$ cat src/pkg/tcm_pkg.sv
`default_nettype none
package tcm_pkg;

  localparam int NCH = 4;

  // Control modes selected by software
  typedef enum logic [2:0] {
    MODE_STD      = 3'h0,
    MODE_HC_NORM  = 3'h1,
    MODE_HC_EXP   = 3'h2,
    MODE_MIX_NORM = 3'h3,
    MODE_MIX_EXP  = 3'h4
  } tcm_mode_e;

  typedef enum logic [1:0] {
    ROLE_MEAS = 2'h0,
    ROLE_STD  = 2'h1,
    ROLE_HC   = 2'h2
  } tcm_role_e;

  typedef enum logic [1:0] {
    BUS_IDLE = 2'b01,
    BUS_ACK  = 2'b10
  } tcm_bus_e;

  // Per-channel stop mode codes and continuation codes
  localparam logic [1:0] STOPM_STOP    = 2'h0;
  localparam logic [1:0] STOPM_MONITOR = 2'h1;
  localparam logic [1:0] STOPM_ALERT   = 2'h2;
  localparam logic       CONT_STOP     = 1'b0;
  localparam logic       CONT_CONTINUE = 1'b1;

  // Register byte offsets
  localparam logic [5:0] OFS_CFG      = 6'h00;
  localparam logic [5:0] OFS_HOST     = 6'h04;
  localparam logic [5:0] OFS_CONT     = 6'h08;
  localparam logic [5:0] OFS_STOPM    = 6'h0c;
  localparam logic [5:0] OFS_DEMAND   = 6'h10;
  localparam logic [5:0] OFS_CH2_FLAG = 6'h14;
  localparam logic [5:0] OFS_CH3_FLAG = 6'h18;
  localparam logic [5:0] OFS_CH4_FLAG = 6'h1c;
  localparam logic [5:0] OFS_STATUS   = 6'h20;

  // Field positions
  localparam int CFG_MODE_LSB   = 0;
  localparam int CFG_CLEAR_BIT  = 4;
  localparam int CFG_DIR_LSB    = 8;
  localparam int CFG_LOAD_BIT   = 16;
  localparam int HOST_RUN_BIT   = 0;
  localparam int HOST_SERR_BIT  = 1;
  localparam int HOST_RST_BIT   = 2;
  localparam int DEM_ABOVE_LSB  = 4;
  localparam int FLAG_HEAT_BIT  = 0;
  localparam int FLAG_COOL_BIT  = 1;
  localparam int ST_ERR_BIT     = 0;

  // Reset values
  localparam logic [2:0] RST_MODE  = 3'h0;
  localparam logic       RST_CLEAR = 1'b1;
  localparam logic [3:0] RST_DIR   = 4'h0;
  localparam logic [2:0] RST_HOST  = 3'h0;
  localparam logic [7:0] RST_STOPM = 8'h00;
  localparam logic [7:0] RST_DEM   = 8'h00;

  typedef struct packed {
    logic [NCH-1:0] heat;
    logic [NCH-1:0] cool;
  } tcm_out_s;

endpackage
`default_nettype wire

$ cat src/verilog/tcm_mode_output_policy.sv
// Register access over Avalon-MM and the placing of the registers are this design's own decisions.
`timescale 1ns/100ps
`default_nettype none
module tcm_mode_output_policy (
  // Clock and reset
  input  wire logic             clk,
  input  wire logic             srst,
  // Avalon-MM slave
  input  wire logic [5:0]       avs_address,
  input  wire logic             avs_read,
  input  wire logic             avs_write,
  input  wire logic [31:0]      avs_writedata,
  input  wire logic [3:0]       avs_byteenable,
  output var  logic [31:0]      avs_readdata,
  output var  logic             avs_waitrequest,
  // Transistor outputs
  output var  tcm_pkg::tcm_out_s tr_out
);
  import tcm_pkg::*;

  tcm_bus_e       bus_q;
  logic [31:0]    rdata_q;
  logic [2:0]     cfg_mode_q;
  logic           cfg_clear_q;
  logic [3:0]     cfg_dir_q;
  tcm_mode_e      act_mode_q;
  logic           act_clear_q;
  logic [3:0]     act_dir_q;
  logic [2:0]     host_q;
  logic           cont_q;
  logic [7:0]     stopm_q;
  logic [7:0]     dem_q;
  logic           err_q;
  tcm_out_s       out_q;
  tcm_out_s       out_d;
  tcm_role_e      role [NCH];
  logic [3:0]     meas_only;
  logic           halt;
  logic           wr_go;
  logic           rd_go;
  logic [31:0]    wmask;
  logic [31:0]    wval;
  logic [31:0]    rd_mux;
  logic           normal_mode;
  logic           flag_area;
  logic [2:0]     hc_loops;
  logic [2:0]     std_loops;
  logic           ch2_vis;
  logic           ch34_vis;

  assign avs_readdata    = rdata_q;
  assign avs_waitrequest = bus_q[0]; // Idle code has bit 0 set
  assign tr_out          = out_q;

  // Bus handshake: first edge latches read data, second edge completes
  assign wr_go = avs_write && (bus_q == BUS_ACK);
  assign rd_go = avs_read && (bus_q == BUS_IDLE);

  always_comb
  begin
    for (int b = 0; b < 4; b++)
    begin
      wmask[8*b +: 8] = {8{avs_byteenable[b]}};
    end
  end

  always_ff @(posedge clk)
  begin
    if (srst)
    begin
      bus_q <= BUS_IDLE;
    end
    else
    begin
      case (bus_q)
        BUS_IDLE: if (avs_read || avs_write) bus_q <= BUS_ACK;
        BUS_ACK:  bus_q <= BUS_IDLE;
        default:  bus_q <= BUS_IDLE;
      endcase
    end
  end

  // Channel roles per mode
  generate
    for (genvar i = 0; i < NCH; i++)
    begin : g_role
      always_comb
      begin
        role[i] = ROLE_STD;
        case (act_mode_q)
          MODE_STD:      role[i] = ROLE_STD;
          MODE_HC_NORM:  role[i] = (i < 2) ? ROLE_HC : ROLE_MEAS;
          MODE_HC_EXP:   role[i] = ROLE_HC;
          MODE_MIX_NORM: role[i] = (i == 0) ? ROLE_HC : ((i == 1) ? ROLE_MEAS : ROLE_STD);
          MODE_MIX_EXP:  role[i] = (i < 2) ? ROLE_HC : ROLE_STD;
          default:       role[i] = ROLE_STD;
        endcase
      end

      always_comb
      begin
        out_d.heat[i] = 1'b0;
        out_d.cool[i] = 1'b0;
        meas_only[i]  = (role[i] == ROLE_MEAS);
        if (!halt)
        begin
          case (role[i])
            // Reverse action heats below target, forward action drives the heat output above it
            ROLE_STD: out_d.heat[i] = act_dir_q[i] ? dem_q[DEM_ABOVE_LSB+i] : dem_q[i];
            ROLE_HC:
            begin
              out_d.heat[i] = dem_q[i] && !dem_q[DEM_ABOVE_LSB+i];
              out_d.cool[i] = dem_q[DEM_ABOVE_LSB+i] && !dem_q[i];
            end
            default: ;
          endcase
        end
      end
    end
  endgenerate

  // Stop modes in stopm_q do not enter halt, which comes from host_q, cont_q and act_clear_q; a halted channel drives nothing
  always_comb
  begin
    halt = 1'b0;
    if (host_q[HOST_RST_BIT])
      halt = 1'b1;
    else if (host_q[HOST_SERR_BIT] && act_clear_q)
      halt = 1'b1;
    else if (host_q[HOST_SERR_BIT] && (cont_q == CONT_STOP))
      halt = 1'b1;
    else if (!host_q[HOST_RUN_BIT] && (cont_q == CONT_STOP))
      halt = 1'b1;
  end

  always_ff @(posedge clk)
  begin
    if (srst)
      out_q <= '0;
    else
      out_q <= out_d;
  end

  assign normal_mode = (act_mode_q == MODE_HC_NORM) || (act_mode_q == MODE_MIX_NORM);
  assign flag_area   = (avs_address == OFS_CH2_FLAG) || (avs_address == OFS_CH3_FLAG) ||
                       (avs_address == OFS_CH4_FLAG);
  assign ch2_vis     = (act_mode_q == MODE_MIX_EXP);
  assign ch34_vis    = (act_mode_q == MODE_HC_EXP);

  always_comb
  begin
    hc_loops  = 3'h0;
    std_loops = 3'h0;
    for (int i = 0; i < NCH; i++)
    begin
      hc_loops  = hc_loops + 3'((role[i] == ROLE_HC) ? 1 : 0);
      std_loops = std_loops + 3'((role[i] == ROLE_STD) ? 1 : 0);
    end
  end

  // Staged configuration; write values merged under byte enables
  always_comb
  begin
    wval = avs_writedata & wmask;
  end

  always_ff @(posedge clk)
  begin
    if (srst)
    begin
      cfg_mode_q  <= RST_MODE;
      cfg_clear_q <= RST_CLEAR;
      cfg_dir_q   <= RST_DIR;
    end
    else if (wr_go && (avs_address == OFS_CFG))
    begin
      if (avs_byteenable[0])
      begin
        cfg_mode_q  <= avs_writedata[CFG_MODE_LSB +: 3];
        cfg_clear_q <= avs_writedata[CFG_CLEAR_BIT];
      end
      if (avs_byteenable[1])
        cfg_dir_q <= avs_writedata[CFG_DIR_LSB +: 4];
    end
  end

  // Load takes effect only while the host is not running, and only for legal modes
  always_ff @(posedge clk)
  begin
    if (srst)
    begin
      act_mode_q  <= MODE_STD;
      act_clear_q <= RST_CLEAR;
      act_dir_q   <= RST_DIR;
    end
    else if (wr_go && (avs_address == OFS_CFG) && avs_byteenable[2] && avs_writedata[CFG_LOAD_BIT] &&
             !host_q[HOST_RUN_BIT] && (cfg_mode_q <= MODE_MIX_EXP))
    begin
      act_mode_q  <= tcm_mode_e'(cfg_mode_q);
      act_clear_q <= cfg_clear_q;
      act_dir_q   <= cfg_dir_q;
    end
  end

  always_ff @(posedge clk)
  begin
    if (srst)
    begin
      host_q  <= RST_HOST;
      cont_q  <= CONT_STOP;
      stopm_q <= RST_STOPM;
      dem_q   <= RST_DEM;
    end
    else if (wr_go && avs_byteenable[0])
    begin
      if (avs_address == OFS_HOST)
        host_q <= avs_writedata[2:0];
      if (avs_address == OFS_CONT)
        cont_q <= avs_writedata[0];
      if (avs_address == OFS_STOPM)
        stopm_q <= avs_writedata[7:0];
      if (avs_address == OFS_DEMAND)
        dem_q <= avs_writedata[7:0];
    end
  end

  // Sticky write data error; a new error beats a clear in the same cycle
  always_ff @(posedge clk)
  begin
    if (srst)
      err_q <= 1'b0;
    else if (wr_go && flag_area && normal_mode)
      err_q <= 1'b1;
    else if (wr_go && (avs_address == OFS_STATUS) && wval[ST_ERR_BIT])
      err_q <= 1'b0;
  end

  always_comb
  begin
    rd_mux = 32'h0;
    if (avs_address == OFS_CFG)
      rd_mux = {20'h0, act_dir_q, 3'h0, cfg_clear_q, 1'b0, cfg_mode_q};
    else if (avs_address == OFS_HOST)
      rd_mux = {29'h0, host_q};
    else if (avs_address == OFS_CONT)
      rd_mux = {31'h0, cont_q};
    else if (avs_address == OFS_STOPM)
      rd_mux = {24'h0, stopm_q};
    else if (avs_address == OFS_DEMAND)
      rd_mux = {24'h0, dem_q};
    else if (avs_address == OFS_CH2_FLAG && ch2_vis)
      rd_mux = {30'h0, out_q.cool[1], out_q.heat[1]};
    else if (avs_address == OFS_CH3_FLAG && ch34_vis)
      rd_mux = {30'h0, out_q.cool[2], out_q.heat[2]};
    else if (avs_address == OFS_CH4_FLAG && ch34_vis)
      rd_mux = {30'h0, out_q.cool[3], out_q.heat[3]};
    else if (avs_address == OFS_STATUS)
      rd_mux = {8'h0, std_loops, hc_loops, halt, out_q.cool, out_q.heat, meas_only,
                act_clear_q, act_mode_q, err_q};
  end

  always_ff @(posedge clk)
  begin
    if (srst)
      rdata_q <= 32'h0;
    else if (rd_go)
      rdata_q <= rd_mux;
  end
endmodule // tcm_mode_output_policy
`default_nettype wire

$ cat config.mk
export PLATFORM = sky130hd
export DESIGN_NAME = tcm_mode_output_policy
export DESIGN_NICKNAME = d
export VERILOG_FILES = /design/src/pkg/tcm_pkg.sv /design/src/verilog/tcm_mode_output_policy.sv
export SDC_FILE = /design/constraint.sdc
export NUM_CORES = 1
export LEC_CHECK = 0
export BUFFER_PORTS_ARGS = -buffer_cell sky130_fd_sc_hd__buf_2
export CORE_ASPECT_RATIO = 1.1
export CORE_MARGIN = 4
export CORE_UTILIZATION = 30
export DETAILED_ROUTE_END_ITERATION = 8
export HOLD_SLACK_MARGIN = 0.06
export PLACE_DENSITY = 0.52
export SKIP_CTS_REPAIR_TIMING = 1
export SLEW_MARGIN = 20
export SYNTH_ARGS = -nofsm -noshare
export SYNTH_HDL_FRONTEND = slang
export SYNTH_SLANG_ARGS = --single-unit
$ cat constraint.sdc
create_clock -name clk -period 2.45 [get_ports clk]
set_input_delay 0.49 -clock clk [delete_from_list [all_inputs] [get_ports clk]]
set_output_delay 0.49 -clock clk [all_outputs]
set_load 0.03 [all_outputs]
# Word level (Yosys, flattened, before mapping)
# Cells that the tools add are included.
# classes
add_sub_neg	6
n_mul	0
n_div	0
magnitude_cmp	1
eq_ne	20
shift	0
n_mux	32
bitwise_logic	6
n_reduce_logical	57
# op_table
operator	count
two-way mux 24 bit	9
logical AND 1 bit	26
equality test 6 x 5 -> 1 bit (second input constant)	4
two-way mux 1 bit	16
equality test 6 x 4 -> 1 bit (second input constant)	2
AND reduction 2 bit	6
OR reduction 3 bit	4
logical NOT 1 bit	9
equality test 2 x 1 -> 1 bit (second input constant)	4
equality test 2 bit (second input constant)	4
one-hot mux 1 bit (2 select lines)	4
one-hot mux 2 bit (2 select lines)	2
adder 2 x 3 -> 3 bit	2
adder 3 x 1 -> 3 bit	2
equality test 3 x 2 -> 1 bit (second input constant)	2
equality test 6 x 3 -> 1 bit (second input constant)	1
equality test 6 bit (second input constant)	1
logical NOT 2 bit	3
logical NOT 6 bit	1
inverter 1 bit	5
adder 1 x 1 -> 2 bit	2
logical OR 1 bit	4
OR reduction 2 bit	2
OR reduction 4 bit	1
6 further kinds	6
# word_totals
register_bits	79
latchBits	0
mem_bits_rw	0
rom_bits	0
inputBits	46
out_inout_bits	41
memories	0

# Depth between registers and ports, before layout
# Gate-level depths: netlist of the first run.
# depth
word_depth	17
ltp_mapped	8
depth_no_buf	6

# Worst setup path after synthesis of the first run
# Ideal clock, no wire load.
# synth_path
kind	input to register
from	in avs_address[1]
to	reg act_clear_q
setup_time_ps	120
t_arrival_ps	1848
required_ps	2330
path_slack_ps	482
cell_stages	7
n_path_buf	2
cell_sequence	or4_1 buf_2 nor2_4 and4_1 buf_6 nor2b_2 a211o_1
# synth_between
elab_chain_cells	6
# synth_rtl
element	line	source
from (decl)	tcm_mode_output_policy.sv:9	input wire logic [5:0] avs_address,
logical NOT 6 bit	tcm_mode_output_policy.sv:196	else if (wr_go && (avs_address == OFS_CFG) && avs_byteenable[2] && avs_writedata[CFG_LOAD_BIT] &&
logical AND 1 bit (4 in series)	tcm_mode_output_policy.sv:196	
logical AND 1 bit	tcm_mode_output_policy.sv:197	!host_q[HOST_RUN_BIT] && (cfg_mode_q <= MODE_MIX_EXP))
to (signal assigned)	tcm_mode_output_policy.sv:200	act_clear_q <= cfg_clear_q;
to (decl)	tcm_mode_output_policy.sv:27	logic act_clear_q;
# No other way between the ends.
# A chain may end at the register's enable or synchronous reset.

# Worst setup path after layout of the first run
# layout_path
from	in avs_address[1]
to	reg host_q[2]
# layout_between
elab_chain_cells	2
# layout_rtl
element	line	source
equality test 6 x 3 -> 1 bit	tcm_mode_output_policy.sv:216	if (avs_address == OFS_HOST)
AND reduction 2 bit (no source line)	n/a	
to (signal assigned)	tcm_mode_output_policy.sv:217	host_q <= avs_writedata[2:0];
to (decl)	tcm_mode_output_policy.sv:29	logic [2:0] host_q;
# No other way between the ends.

==> results, run 1 <==
- The synthesized netlist devotes 14.8% of its cell area to compound gates.
- For the worst-skew pair, the clock arrives at the later sink with an insertion delay of 0.33 ns.
- The area added between synthesis and finish is 21.4%.
- Summing internal, switching and leakage power gives 2.67 mW.
- Walking the worst path, the cells encountered are buf_2 > or4_1 > buf_4 > nor2_1 > and3_1 > mux2i_1 > nor2_1.
- The number of search-and-repair iterations in the first detailed-routing pass is 4.
- In the layout the commonest cells are 71 x sky130_fd_sc_hd__dfxtp_1, 58 x sky130_fd_sc_hd__buf_2, 46 x sky130_fd_sc_hd__nor2_1.
- The global-route wire length before repair is 14800 um.
- The number of buffer and inverter stages on the critical path is 2.
- The setup path with the least slack is of type input pin to flop.
- In the finished design, the share of the clock period the worst path needs comes to 79.2%.
- The number of antenna violations at the first check in global routing was 0.
- The via count of the first global-routing pass is 2839.
- The number of nets with antenna violations after routing is 0.
- For this run, the leading register cell type out of synthesis is sky130_fd_sc_hd__dfxtp_1.
- The number of hold violations in the final report is 0.
- The die covers 12700 um^2.
- The delay contributed by the slowest stage of the critical path is 0.60 ns.
- The run finished with clean final reports.
- The area of the placeable core is 10500 um^2.
- The clock sink count is 71.
- For this run, the register share of the synthesized area comes to 43.4%.
- STA classifies the critical path startpoint as an input pin.
- Dividing the detail-routed wire length by the instance count gives 16.2 um.
- The die outline width is 108 um.
- The fraction of layout instances using a drive strength above 1 is 22.0%.
- The per-instance average area after synthesis is 8.54 um^2.
- CTS placed an instance of sky130_fd_sc_hd__clkbuf_16 at the clock tree root.
- Counting I/O delays and the setup requirement, the final critical path takes 1.94 ns.
- The post-placement cell count is 569.
- The netlist area before placement is 3280 um^2.
- The worst ir drop on vdd is 0.262 mV.
- The floorplan has 39 rows.
- The instance count of the mapped netlist is 384.
- Summing the areas of all and, or, nand and nor instances in the mapped netlist gives 26.1% of the synthesized area.
- Power spread over the standard cell area amounts to 670 nW/um^2.
- The post-synthesis mux area share is 8.24%.
- The critical path starts at avs_address[1].
- The met2 wire length is 4480 um.
- Setup violations remaining at the end of the flow were counted as 0.
- Summing over every cut layer, the via total after detailed routing is 2942.
- After Yosys synthesis, XOR and XNOR cells account for 0.802% of the synthesized area.
- At the end of routability-driven placement, the weighted congestion stood at 0.861.
- The vertical extent of the die is 118 um.
- The startpoint of the worst-slack reg-to-reg timing path is act_mode_q[2].
- The repair_antennas step left the layout with diodes totalling 0.
- The library cell used most frequently in the layout, excluding fill and tap cells, is sky130_fd_sc_hd__dfxtp_1.
- Summed over all nets, wire length on met3 after detailed routing comes to 360 um.
- In this run the most critical hold path is launched from avs_writedata[11].
- For the worst setup path, the data required time is 2.65 ns.
- Pin placement for this block handled 87 I/O pins.
- The number of enable-type register cells in the synthesized netlist is 0.
- The leakage power figure is 1.54 nW.
- The clock passes through at most 2 buffers.
- CTS built an H-tree with a depth of 3.
- The max-slew violation total from the final report is 0.
- The HPWL after detailed placement is 7010 um.
- On the critical path, the stage with the largest delay is an instance of sky130_fd_sc_hd__or4_1.
- For this run, design rule violations remaining after detail routing come to 0.
- For the worst setup path, the data arrival time is 2.14 ns.
- For this run the aggregate overflow at the end of global routing stands at 0.
- The kind of path behind the tightest hold check is input pin to flop.
- The number of buffers created by CTS is 9.
- The transition time of the tightest slew-check pin is 0.651 ns.
- Summing the areas of all fa, ha and maj instances in the mapped netlist gives 0.382% of the synthesized area.
- The number of buffers inserted by port buffering is 58.
- The endpoint class of the critical path is a flop.
- In the synthesized netlist the async set-or-reset flop fraction comes to 0%.
- The register bit count reported by yosys is 71.
- Max-cap violations in this run came to 0.
- The uppermost signal routing layer after detailed routing is met4.
- In this run, the number of DRC markers left after iteration 0 of detailed routing was 161.
- The critical path's most frequent cell is sky130_fd_sc_hd__nor2_1.
- The maximum clock skew at final layout is 0.00673 ns.
- The final-layout setup total negative slack is 0 ns.
- The CTS tree is done.
- Global routing used 14.8% of the available tracks across all layers.
- The total routed wirelength is 9440 um.
- The number of different library cells used by synthesis comes to 57.
- Setup repair after global routing left no endpoint under its margin.
- Grouping stages by cell kind, the critical path spends the most delay in simple AND/OR/NAND/NOR gates.
- The Yosys step of the flow raised 0 warnings.
- The normalized max-slew margin is 56.0%.
- The detailed router put a total of 4410 um of wire on met1.
- For this run, the post-layout net count is 484.
- Entering global routing, the biggest net connects 41 pins.
- After detailed routing, the number of vias per cell comes to 5.04.
- The fmax is 516 MHz.
- The largest driver fanout on the critical path is 6.
- Once the floorplan was initialized, standard cells occupied 31.1% of the core.
- For this run, the number of standard cells in the final layout without fillers is 584.
- The CTS clock-pin slew for the worst setup and hold paths is 0.06 ns.
- After synthesis, the largest family of logic cells by area is simple AND/OR/NAND/NOR gates.
## worst reg2reg max path: stages, from the launching register on
cell                       delay (ns)
sky130_fd_sc_hd__dfxtp_1         0.58
sky130_fd_sc_hd__or4b_2          0.64
sky130_fd_sc_hd__a21oi_1         0.16
sky130_fd_sc_hd__o221ai_1        0.13
sky130_fd_sc_hd__o311ai_0        0.13
sky130_fd_sc_hd__nand2_1         0.07
## path summary, 6_finish.rpt
| check | endpoint | slack, ns | cells past startpoint |
|---|---|---|---|
| hold reg to reg | avs_readdata[12] | 0.45 | 2 |
| hold / removal | cfg_dir_q[3] | 0.40 | 3 |
| setup reg to reg | avs_readdata[1] | 0.62 | 5 |
| setup / recovery | host_q[2] | 0.51 | 7 |
## report_power, final
group / switching (mW) / internal (mW) / total, mW
combinational: 0.152 / 0.0637 / 0.215
sequential: 0.00954 / 1.17 / 1.18
clock: 0.490 / 0.780 / 1.27
## metrics by stage
stage | instance area, um^2 | setup WS (ns) | hold WS [ns] | utilization, %
CTS | 3980 | 0.509 | 0.405 | 37.7
floorplan | 3300 | 0.482 | 0.428 | -
finish | 3980 | 0.511 | 0.402 | 37.7
global route | 3980 | 0.409 | 0.419 | 37.7
detailed placement | 3690 | 0.170 | 0.443 | 35.0
global placement | 3690 | 0.177 | 0.436 | 35.0
## layer usage
layer  up-vias  GRT usage, %
li1       1458             -
met1      1398          19.9
met2        72          23.4
met3        14          2.41
met4         0          6.16
met5         -             0
## cells in the mapped netlist, types with 2 or more instances
library cell,count,area share [%]
sky130_fd_sc_hd__nand2_1,37,4.2
sky130_fd_sc_hd__or3_1,3,0.57
sky130_fd_sc_hd__and3b_1,3,0.80
sky130_fd_sc_hd__nor2_1,46,5.3
sky130_fd_sc_hd__a211oi_1,5,1.1
sky130_fd_sc_hd__or2_2,2,0.38
sky130_fd_sc_hd__xnor2_1,3,0.80
sky130_fd_sc_hd__nor3_1,10,1.5
sky130_fd_sc_hd__buf_4,8,1.8
sky130_fd_sc_hd__nand2b_1,3,0.57
sky130_fd_sc_hd__nor4_1,3,0.57
sky130_fd_sc_hd__dfxtp_1,71,43
sky130_fd_sc_hd__and3_1,5,0.95
sky130_fd_sc_hd__o21ai_0,8,1.2
sky130_fd_sc_hd__nand3b_1,2,0.46
sky130_fd_sc_hd__a21oi_1,33,5.0
sky130_fd_sc_hd__and4b_1,3,0.92
sky130_fd_sc_hd__nor2_4,2,0.69
sky130_fd_sc_hd__nand3_1,26,4.0
sky130_fd_sc_hd__and2_1,5,0.95
sky130_fd_sc_hd__clkbuf_1,17,1.9
sky130_fd_sc_hd__nor3b_1,2,0.46
sky130_fd_sc_hd__a221oi_1,7,1.9
sky130_fd_sc_hd__inv_1,4,0.46
sky130_fd_sc_hd__a22oi_1,2,0.46
sky130_fd_sc_hd__a2111oi_0,3,0.80
sky130_fd_sc_hd__buf_2,8,1.2
sky130_fd_sc_hd__mux2i_1,27,8.2
sky130_fd_sc_hd__a211o_1,4,1.1
sky130_fd_sc_hd__buf_1,3,0.34
sky130_fd_sc_hd__nor2b_1,3,0.57
## cells by family after synthesis
group / after synthesis
adders and majority gates: 1
other: 1
xor gates and xnor gates: 3
DFF: 71
buffers and inverters: 41
AOI/OAI and AO/OA: 75
muxes: 27
and+or+nand+nor: 165
## final cells by class
class / instances / area (um^2)
clock inverters: 6 / 61.3
well taps: 143 / 179
multi-input cells: 279 / 1680
inverters: 4 / 15.0
clock buffers: 9 / 225
flip-flops and latches: 71 / 1420
repair buffers: 72 / 395
fillers: 1130 / 6560
## registers in the layout, indices dropped and copies added, names as in the netlist
name          cells
act_clear_q       1
act_dir_q         4
act_mode_q        3
avs_readdata     24
bus_q             2
cfg_clear_q       1
cfg_dir_q         4
cfg_mode_q        3
cont_q            1
dem_q             8
err_q             1
host_q            3
stopm_q           8
tr_out            8
Note: power is estimated with default switching activity, not from simulation.
==> run 2, diff against run 1 <==
Settings changed: PLACE_DENSITY 0.52 to 0.54.
Clock period 2.45 ns to 1.65 ns, I/O delays scaled along.
==> run 2 against run 1 <==
  * Total power up 58%
  * Sequential share of layout area shrank 3.7 points
  * Design area increased by 12%
  * Clock power up 64%
  * Core utilization is 4.4 points higher
  * Register-to-register slack worse by 0.48 ns
  * Sequential power increased by 48%
  * First-iteration DRC count grew 29%
  * Via count increased by 5.1%
  * Critical path type unchanged
  * Largest cell class unchanged
  * Largest power group unchanged
==> results, run 2 (synthesized netlist as in run 1, its figures left out) <==
- The area of the placeable core is 10500 um^2.
- For this design, the slowest cell found on the critical path is sky130_fd_sc_hd__or4b_4.
- The net switching power is 0.979 mW.
- The via count of the first global-routing pass is 3086.
- The largest single stage delay on the critical path is 0.54 ns.
- The number of antenna violations at the first check in global routing is 0.
- The fmax is 624 MHz.
- The proportion of power drawn by combinational gates is 8.9%.
- Once layout is complete, the utilization of the core stands at 42.2%.
- The number of antenna cells inserted is 0.
- The HPWL after detailed placement is 7430 um.
- The die is 118 um tall.
- The number of buffers inserted by port buffering is 58.
- Across every metal layer, demand over resource in global routing totals 15.9%.
- The post-placement cell count is 605.
- The weighted congestion at the end of routability-driven global placement is 0.869.
- The total setup violations reported at the end of the flow is 0.
- The CTS tree is done.
- Of all nets on the critical path, the largest fanout is 6.
- The run finished with clean final reports.
- The global-route wire length before repair is 15900 um.
- The total power density per cell area is 947 nW/um^2.
- The initial core utilization is 31.1%.
- The final clock period utilization by the worst path is 97.1%.
- The number of nets with antenna violations after routing is 0.
- For this design the static power due to leakage is 1.79 nW.
- The tool flagged a number of max-cap violations equal to 0.
- The max-slew violation total from the final report is 0.
- Entering global routing, the biggest net connects 64 pins.
- The kind of path behind the tightest hold check is input pin to flop.
- The first detailed-routing pass ran for 4 iterations.
- In this run the count of I/O pins placed on the die edge is 87.
- Wires add up to 9810 um.
- The post-route netlist has 31.2% of its cells at a drive strength greater than 1.
- For the worst setup path, the data arrival time is 1.87 ns.
- The required time of the critical path is 1.92 ns.
- The signal on the critical path passes through buf_6 > buf_4 > or4b_4 > nor2_4 > a22oi_2 > or3_4 > a21oi_2.
- The post-route total power is 4.21 mW.
- The die area is 12700 um^2.
- The die outline width is 108 um.
- After floorplanning, the core was divided into 39 placement rows.
- The finished layout holds 620 standard cells, fillers aside.
- Clock tree synthesis inserted a total of 9 buffers.
- The critical path startpoint category is an input pin.
- The per-cell via count in the routed design is 4.99.
- The sequential fraction of design power is 41.7%.
- Between clock sinks in the finished design, the worst skew comes to 0.00389 ns.
- The total grt overflow is 0.
- In the layout the commonest cells are 69 x sky130_fd_sc_hd__dfxtp_1, 56 x sky130_fd_sc_hd__buf_2, 45 x sky130_fd_sc_hd__nor2_1.
- The final critical delay including setup and external delays is 1.60 ns.
- The endpoint class of the critical path is a flop.
- The clock sink count is 71.
- The internal power summed over all cells is 3.23 mW.
- The worst ir drop on vdd is 0.441 mV.
- The DRC violations left is 0.
- The switching power as a share of total power is 23.2%.
- For the final routed database, the setup TNS stands at 0 ns.
- The most common cell after layout, fill and taps aside is sky130_fd_sc_hd__dfxtp_1.
- Relative to the synthesized area, the layout overhead comes to 35.6%.
- In the final routed layout, each cell accounts on average for 15.8 um.
- The category of the most critical setup path is input pin to flop.
- The maximum buffer depth of the clock tree is 2.
- For this block, the initial DRC count from the detailed router was 208.
- The fill cell total of the finished layout is 1084.
- The number of H-tree levels is 3.
- In the final layout, the multi-input gates occupy 1760 um^2.
- The count of vias placed by the detailed router is 3091.
- The clock tree root driver cell is sky130_fd_sc_hd__clkbuf_16.
- The sequential cells in the finished layout cover a total of 1420 um^2.
- The net count of the finished layout is 520.
- The CTS clock-pin slew for the worst setup and hold paths is 0.06 ns.
- The number of hold violations in the final report is 0.
- The register with the most flip-flops in the layout has 24 of them.
- The clock network power share is 49.5%.
- The clock latency on the worst-skew pair is 0.34 ns.
-- run 2: routing by layer --
| layer | share of wire (%) | vias to the layer above | routed length, um | track usage [%] |
|---|---|---|---|---|
| li1 | - | 1536 | - | - |
| met1 | 45 | 1448 | 4460 | 20.7 |
| met2 | 47 | 92 | 4570 | 25.2 |
| met3 | 6.1 | 15 | 594 | 3.07 |
| met4 | 1.9 | 0 | 184 | 7.50 |
| met5 | 0 | - | 0 | 0 |
-- run 2: cell type report --
cell class / instances / share of cell area, %
clock inverters: 5 / 1.86
multi-input cells: 279 / 39.5
well taps: 143 / 4.02
clock buffers: 10 / 5.37
repair buffers: 108 / 16.9
inverters: 4 / 0.338
flip-flops and latches: 71 / 32.0
-- run 2: path summary, 6_finish.rpt --
check | start | to | slack (ns) | cells past startpoint
max | avs_address[0] | avs_readdata[5] | 0.05 | 7
min | avs_writedata[11] | cfg_dir_q[3] | 0.22 | 3
max reg2reg | act_mode_q[0] | avs_readdata[7] | 0.14 | 7
min reg2reg | avs_readdata[16] | avs_readdata[16] | 0.45 | 2
-- run 2: power groups by stage --
stage                     logic [mW]  clock network [mW]  registers [mW]
after floorplan                0.178                   0            1.84
after global placement         0.366                   0            1.79
after detailed placement       0.368                   0            1.79
after CTS                      0.369                2.12            1.75
after global routing           0.407                2.19            1.76
final                          0.373                2.08            1.75
-- run 2: worst max-delay path: cells and delay by family --
| family | cells | cell delay, ns |
|---|---|---|
| compound gates | 2 | 0.21 |
| buf+inv | 2 | 0.21 |
| simple gates | 3 | 1.12 |
-- run 2: stage by stage --
stage / setup WS, ns / hold slack, ns / area [um^2]
after floorplan: -0.131 / 0.428 / 3330
after global routing: -0.00252 / 0.258 / 4450
after global placement: -0.317 / 0.434 / 4040
final: 0.0473 / 0.223 / 4450
after CTS: -0.0102 / 0.221 / 4360
after detailed placement: -0.348 / 0.442 / 4040
==> run 3, diff against run 2 <==
Settings changed: ABC_AREA set to 1, PLACE_DENSITY 0.54 to 0.55.
==> run 3 against run 2 <==
  * Setup slack gained 0.060 ns
  * Largest power group is now sequential cells
  * Flip-flop and latch count is the same
  * Register-to-register slack lost 0.03 ns
  * Critical path depth grew 4
  * Sequential power is essentially flat
  * Cell count grew 7.3%
  * Synthesized cell count grew 11%
  * Sequential share of layout area grew 3.1 points
  * Total power shrank 14%
  * Via count grew 0.45%
  * Routed wire length shrank 3.9%
==> results, run 3 <==
- The flow ran to the end, and the final reports show no timing, DRC or antenna violations.
- The maximum clock skew at final layout is 0.00920 ns.
- The top cell types in the final layout, fill and taps aside, are 70 x sky130_fd_sc_hd__dfxtp_1, 64 x sky130_fd_sc_hd__nand2_1, 63 x sky130_fd_sc_hd__a21oi_1.
- The delay contributed by the slowest stage of the critical path is 0.38 ns.
- The number of enable-type register cells in the synthesized netlist is 0.
- The area added between synthesis and finish is 29.3%.
- In this run the tool buffered the top-level ports with 58 buffer cells.
- After the flow finishes, the layout carries non-filler instances totaling 665.
- The critical path in this run is classified as flop to flop.
- The number of antenna cells inserted is 0.
- The floorplan row count is 38.
- The final critical delay including setup and external delays is 1.54 ns.
- For this block, the via count after detailed routing is 3105.
- The required time of the critical path is 1.88 ns.
- The final-layout setup total negative slack is 0 ns.
- Before antenna repair, the detailed router went through 4 iterations.
- The register with the most flip-flops in the layout has 24 of them.
- The fmax is 648 MHz.
- Entering global routing, the biggest net connects 26 pins.
- The commonest cells after synthesis are 71 x sky130_fd_sc_hd__dfxtp_1, 65 x sky130_fd_sc_hd__nand2_1, 63 x sky130_fd_sc_hd__a21oi_1.
- At the end of routability-driven placement, the weighted congestion stood at 0.884.
- The average wire length per cell after detail routing is 14.2 um.
- Of all nets on the critical path, the largest fanout is 5.
- The final layout contains 568 nets.
- At the later pin of the worst-skew pair, clock insertion delay measures 0.36 ns.
- In this run the remaining antenna-violating nets after routing total 0.
- VDD sags by at most 0.423 mV.
- After routing the design area is 4050 um^2.
- The via count of the first global-routing pass came to 3089.
- The leakage power figure is 1.75 nW.
- Averaged over all synthesized cells, the footprint is 7.36 um^2.
- In the routed design, unresolved DRC markers number 0.
- Of all cell types, the one taking the most synthesized area is sky130_fd_sc_hd__dfxtp_1.
- The post-place instance area is 3820 um^2.
- Summed over its instances, the top area cell type makes up 45.3% of the synthesized netlist area.
- In the final layout, the share of cells above drive strength 1 is 26.3%.
- The critical path startpoint category is a flop.
- The all-layer global routing usage is 16.0%.
- The number of antenna violations at the first check in global routing is 0.
- The critical path goes through inv_2 > nand3_1 > buf_4 > inv_1 > buf_4 > nand3_1 > nand3_1 > nor2_1 > nand4_1 > nand2_1 > a21oi_1.
- The design draws 3.61 mW.
- The fill cell total of the finished layout is 1060.
- Leaving out fill and tap cells, the most frequent cell in the layout is sky130_fd_sc_hd__dfxtp_1.
- The leading cell type by number of instances after synthesis is sky130_fd_sc_hd__dfxtp_1.
- Dividing total power by cell area gives a power density of 891 nW/um^2.
- The floorplan step defined a die boundary enclosing 12100 um^2.
- The mapped netlist covers 3130 um^2.
- After synthesis, the netlist uses 33 different library cells.
- After detailed placement, the design holds a cell count of 650.
- The clock net in this run drives a total of 71 sinks.
- The global-route wire length before repair is 15300 um.
- The tightest min-delay check is of the input pin to flop type.
- The number of H-tree levels is 3.
- The critical path's most frequent cell is sky130_fd_sc_hd__nand3_1.
- The tree is rooted in a sky130_fd_sc_hd__clkbuf_8.
- The number of hold violations in the final report is 0.
- Sorting the synthesized cells by area gives the leading types as sky130_fd_sc_hd__dfxtp_1 45%, sky130_fd_sc_hd__a21oi_1 10%, sky130_fd_sc_hd__nand2_1 7.8%.
- The proportion of synthesized chip area in sequential cells is 45.3%.
- Across the run, the number of max-cap violations was 0.
- The most used flip-flop cell after synthesis is sky130_fd_sc_hd__dfxtp_1.
- In this run the standard cell core region covers 10000 um^2.
- The total setup violations reported at the end of the flow is 0.
- TritonCTS built the clock tree.
- During synthesis, Yosys emitted a total of 0 warnings.
- The instance count of the mapped netlist is 426.
- The total grt overflow is 0.
- The wire-length estimate of the detail-placed layout is 7460 um.
- The per-cell via count in the routed design is 4.67.
- The violation count after the first detailed-route iteration is 197.
- Counting flops and latches in the post-synthesis netlist gives 71.
- The worst setup path is captured at a flop.
- The die is 105 um wide.
- The async set or reset register ratio after synthesis is 0%.
- No sink is reached through more buffers than the 2 on the longest clock path.
- The number of buffers created by CTS is 9.
- Data arrives at the worst endpoint at 1.77 ns.
- The I/O pin count is 87.
- The slowest stage of the critical path belongs to the cell sky130_fd_sc_hd__dfxtp_2.
- The vertical extent of the die is 115 um.
- Summed over all layers, the routed wires come to 9430 um.
- After layout, the worst path uses 93.5% of the clock period.
- After clock tree synthesis, the clock-pin slew on the worst setup and hold paths is 0.08 ns.
- For this configuration, the core starts out at a cell density of 31.2%.
- The max-slew violation total from the final report is 0.
-- run 3: per-layer routing --
metal  vias up  track usage [%]  share of wire (%)
li1       1599                -                  -
met1      1413             19.6                 44
met2        80             28.1                 50
met3        13             3.37                5.2
met4         0             5.42                1.3
met5         -                0                  0
-- run 3: through the flow --
step | util (%) | worst slack, ns | hold WS, ns
2_1_floorplan | - | 0.109 | 0.422
3_3_place_gp | 38.1 | -0.102 | 0.440
3_5_place_dp | 38.1 | -0.107 | 0.451
4_1_cts | 40.3 | -0.0232 | 0.200
5_1_grt | 40.4 | -0.000987 | 0.212
6_report | 40.4 | 0.108 | 0.212
-- run 3: layout make-up --
class | instances | area [um^2] | area share (%)
Sequential cell | 71 | 1420 | 35.1
Multi-Input combinational cell | 283 | 1410 | 34.8
Timing Repair Buffer | 99 | 611 | 15.1
Inverter | 57 | 214 | 5.28
Tap cell | 140 | 175 | 4.32
Clock buffer | 10 | 138 | 3.40
Clock inverter | 5 | 81.3 | 2.01
-- run 3: power by group --
part | switching (mW) | internal [mW] | total [mW]
sequential | 0.00824 | 1.73 | 1.74
combinational | 0.212 | 0.102 | 0.315
clock | 0.671 | 0.886 | 1.56
total | 0.891 | 2.72 | 3.61
-- run 3: cell families (layout without fill, tap and decap cells) --
kind of cell    after synthesis  in the layout  share of synthesized area (%)
compound gates              121            121                           21.2
fa+ha+maj                     1              1                          0.399
buf+inv                      79            171                           10.8
flops                        71             71                           45.3
other cells                   1              8                          0.120
simple gates                153            153                           22.1
-- run 3: worst paths after layout --
check / to / cells past startpoint / start / slack (ns)
worst max-delay path: avs_readdata[0] / 11 / act_mode_q[0] / 0.11
worst min register to register: avs_readdata[21] / 2 / avs_readdata[21] / 0.46
worst min-delay path: bus_q[0] / 2 / avs_read / 0.21
worst max register to register: avs_readdata[0] / 11 / act_mode_q[0] / 0.11
-- run 3: worst max-delay path: cells and delay by family, from the launching register on --
kind	cells	cell delay (ns)
and+or+nand+nor	6	0.56
AOI/OAI and AO/OA	1	0.07
buffers and inverters	4	0.41
DFF	1	0.38
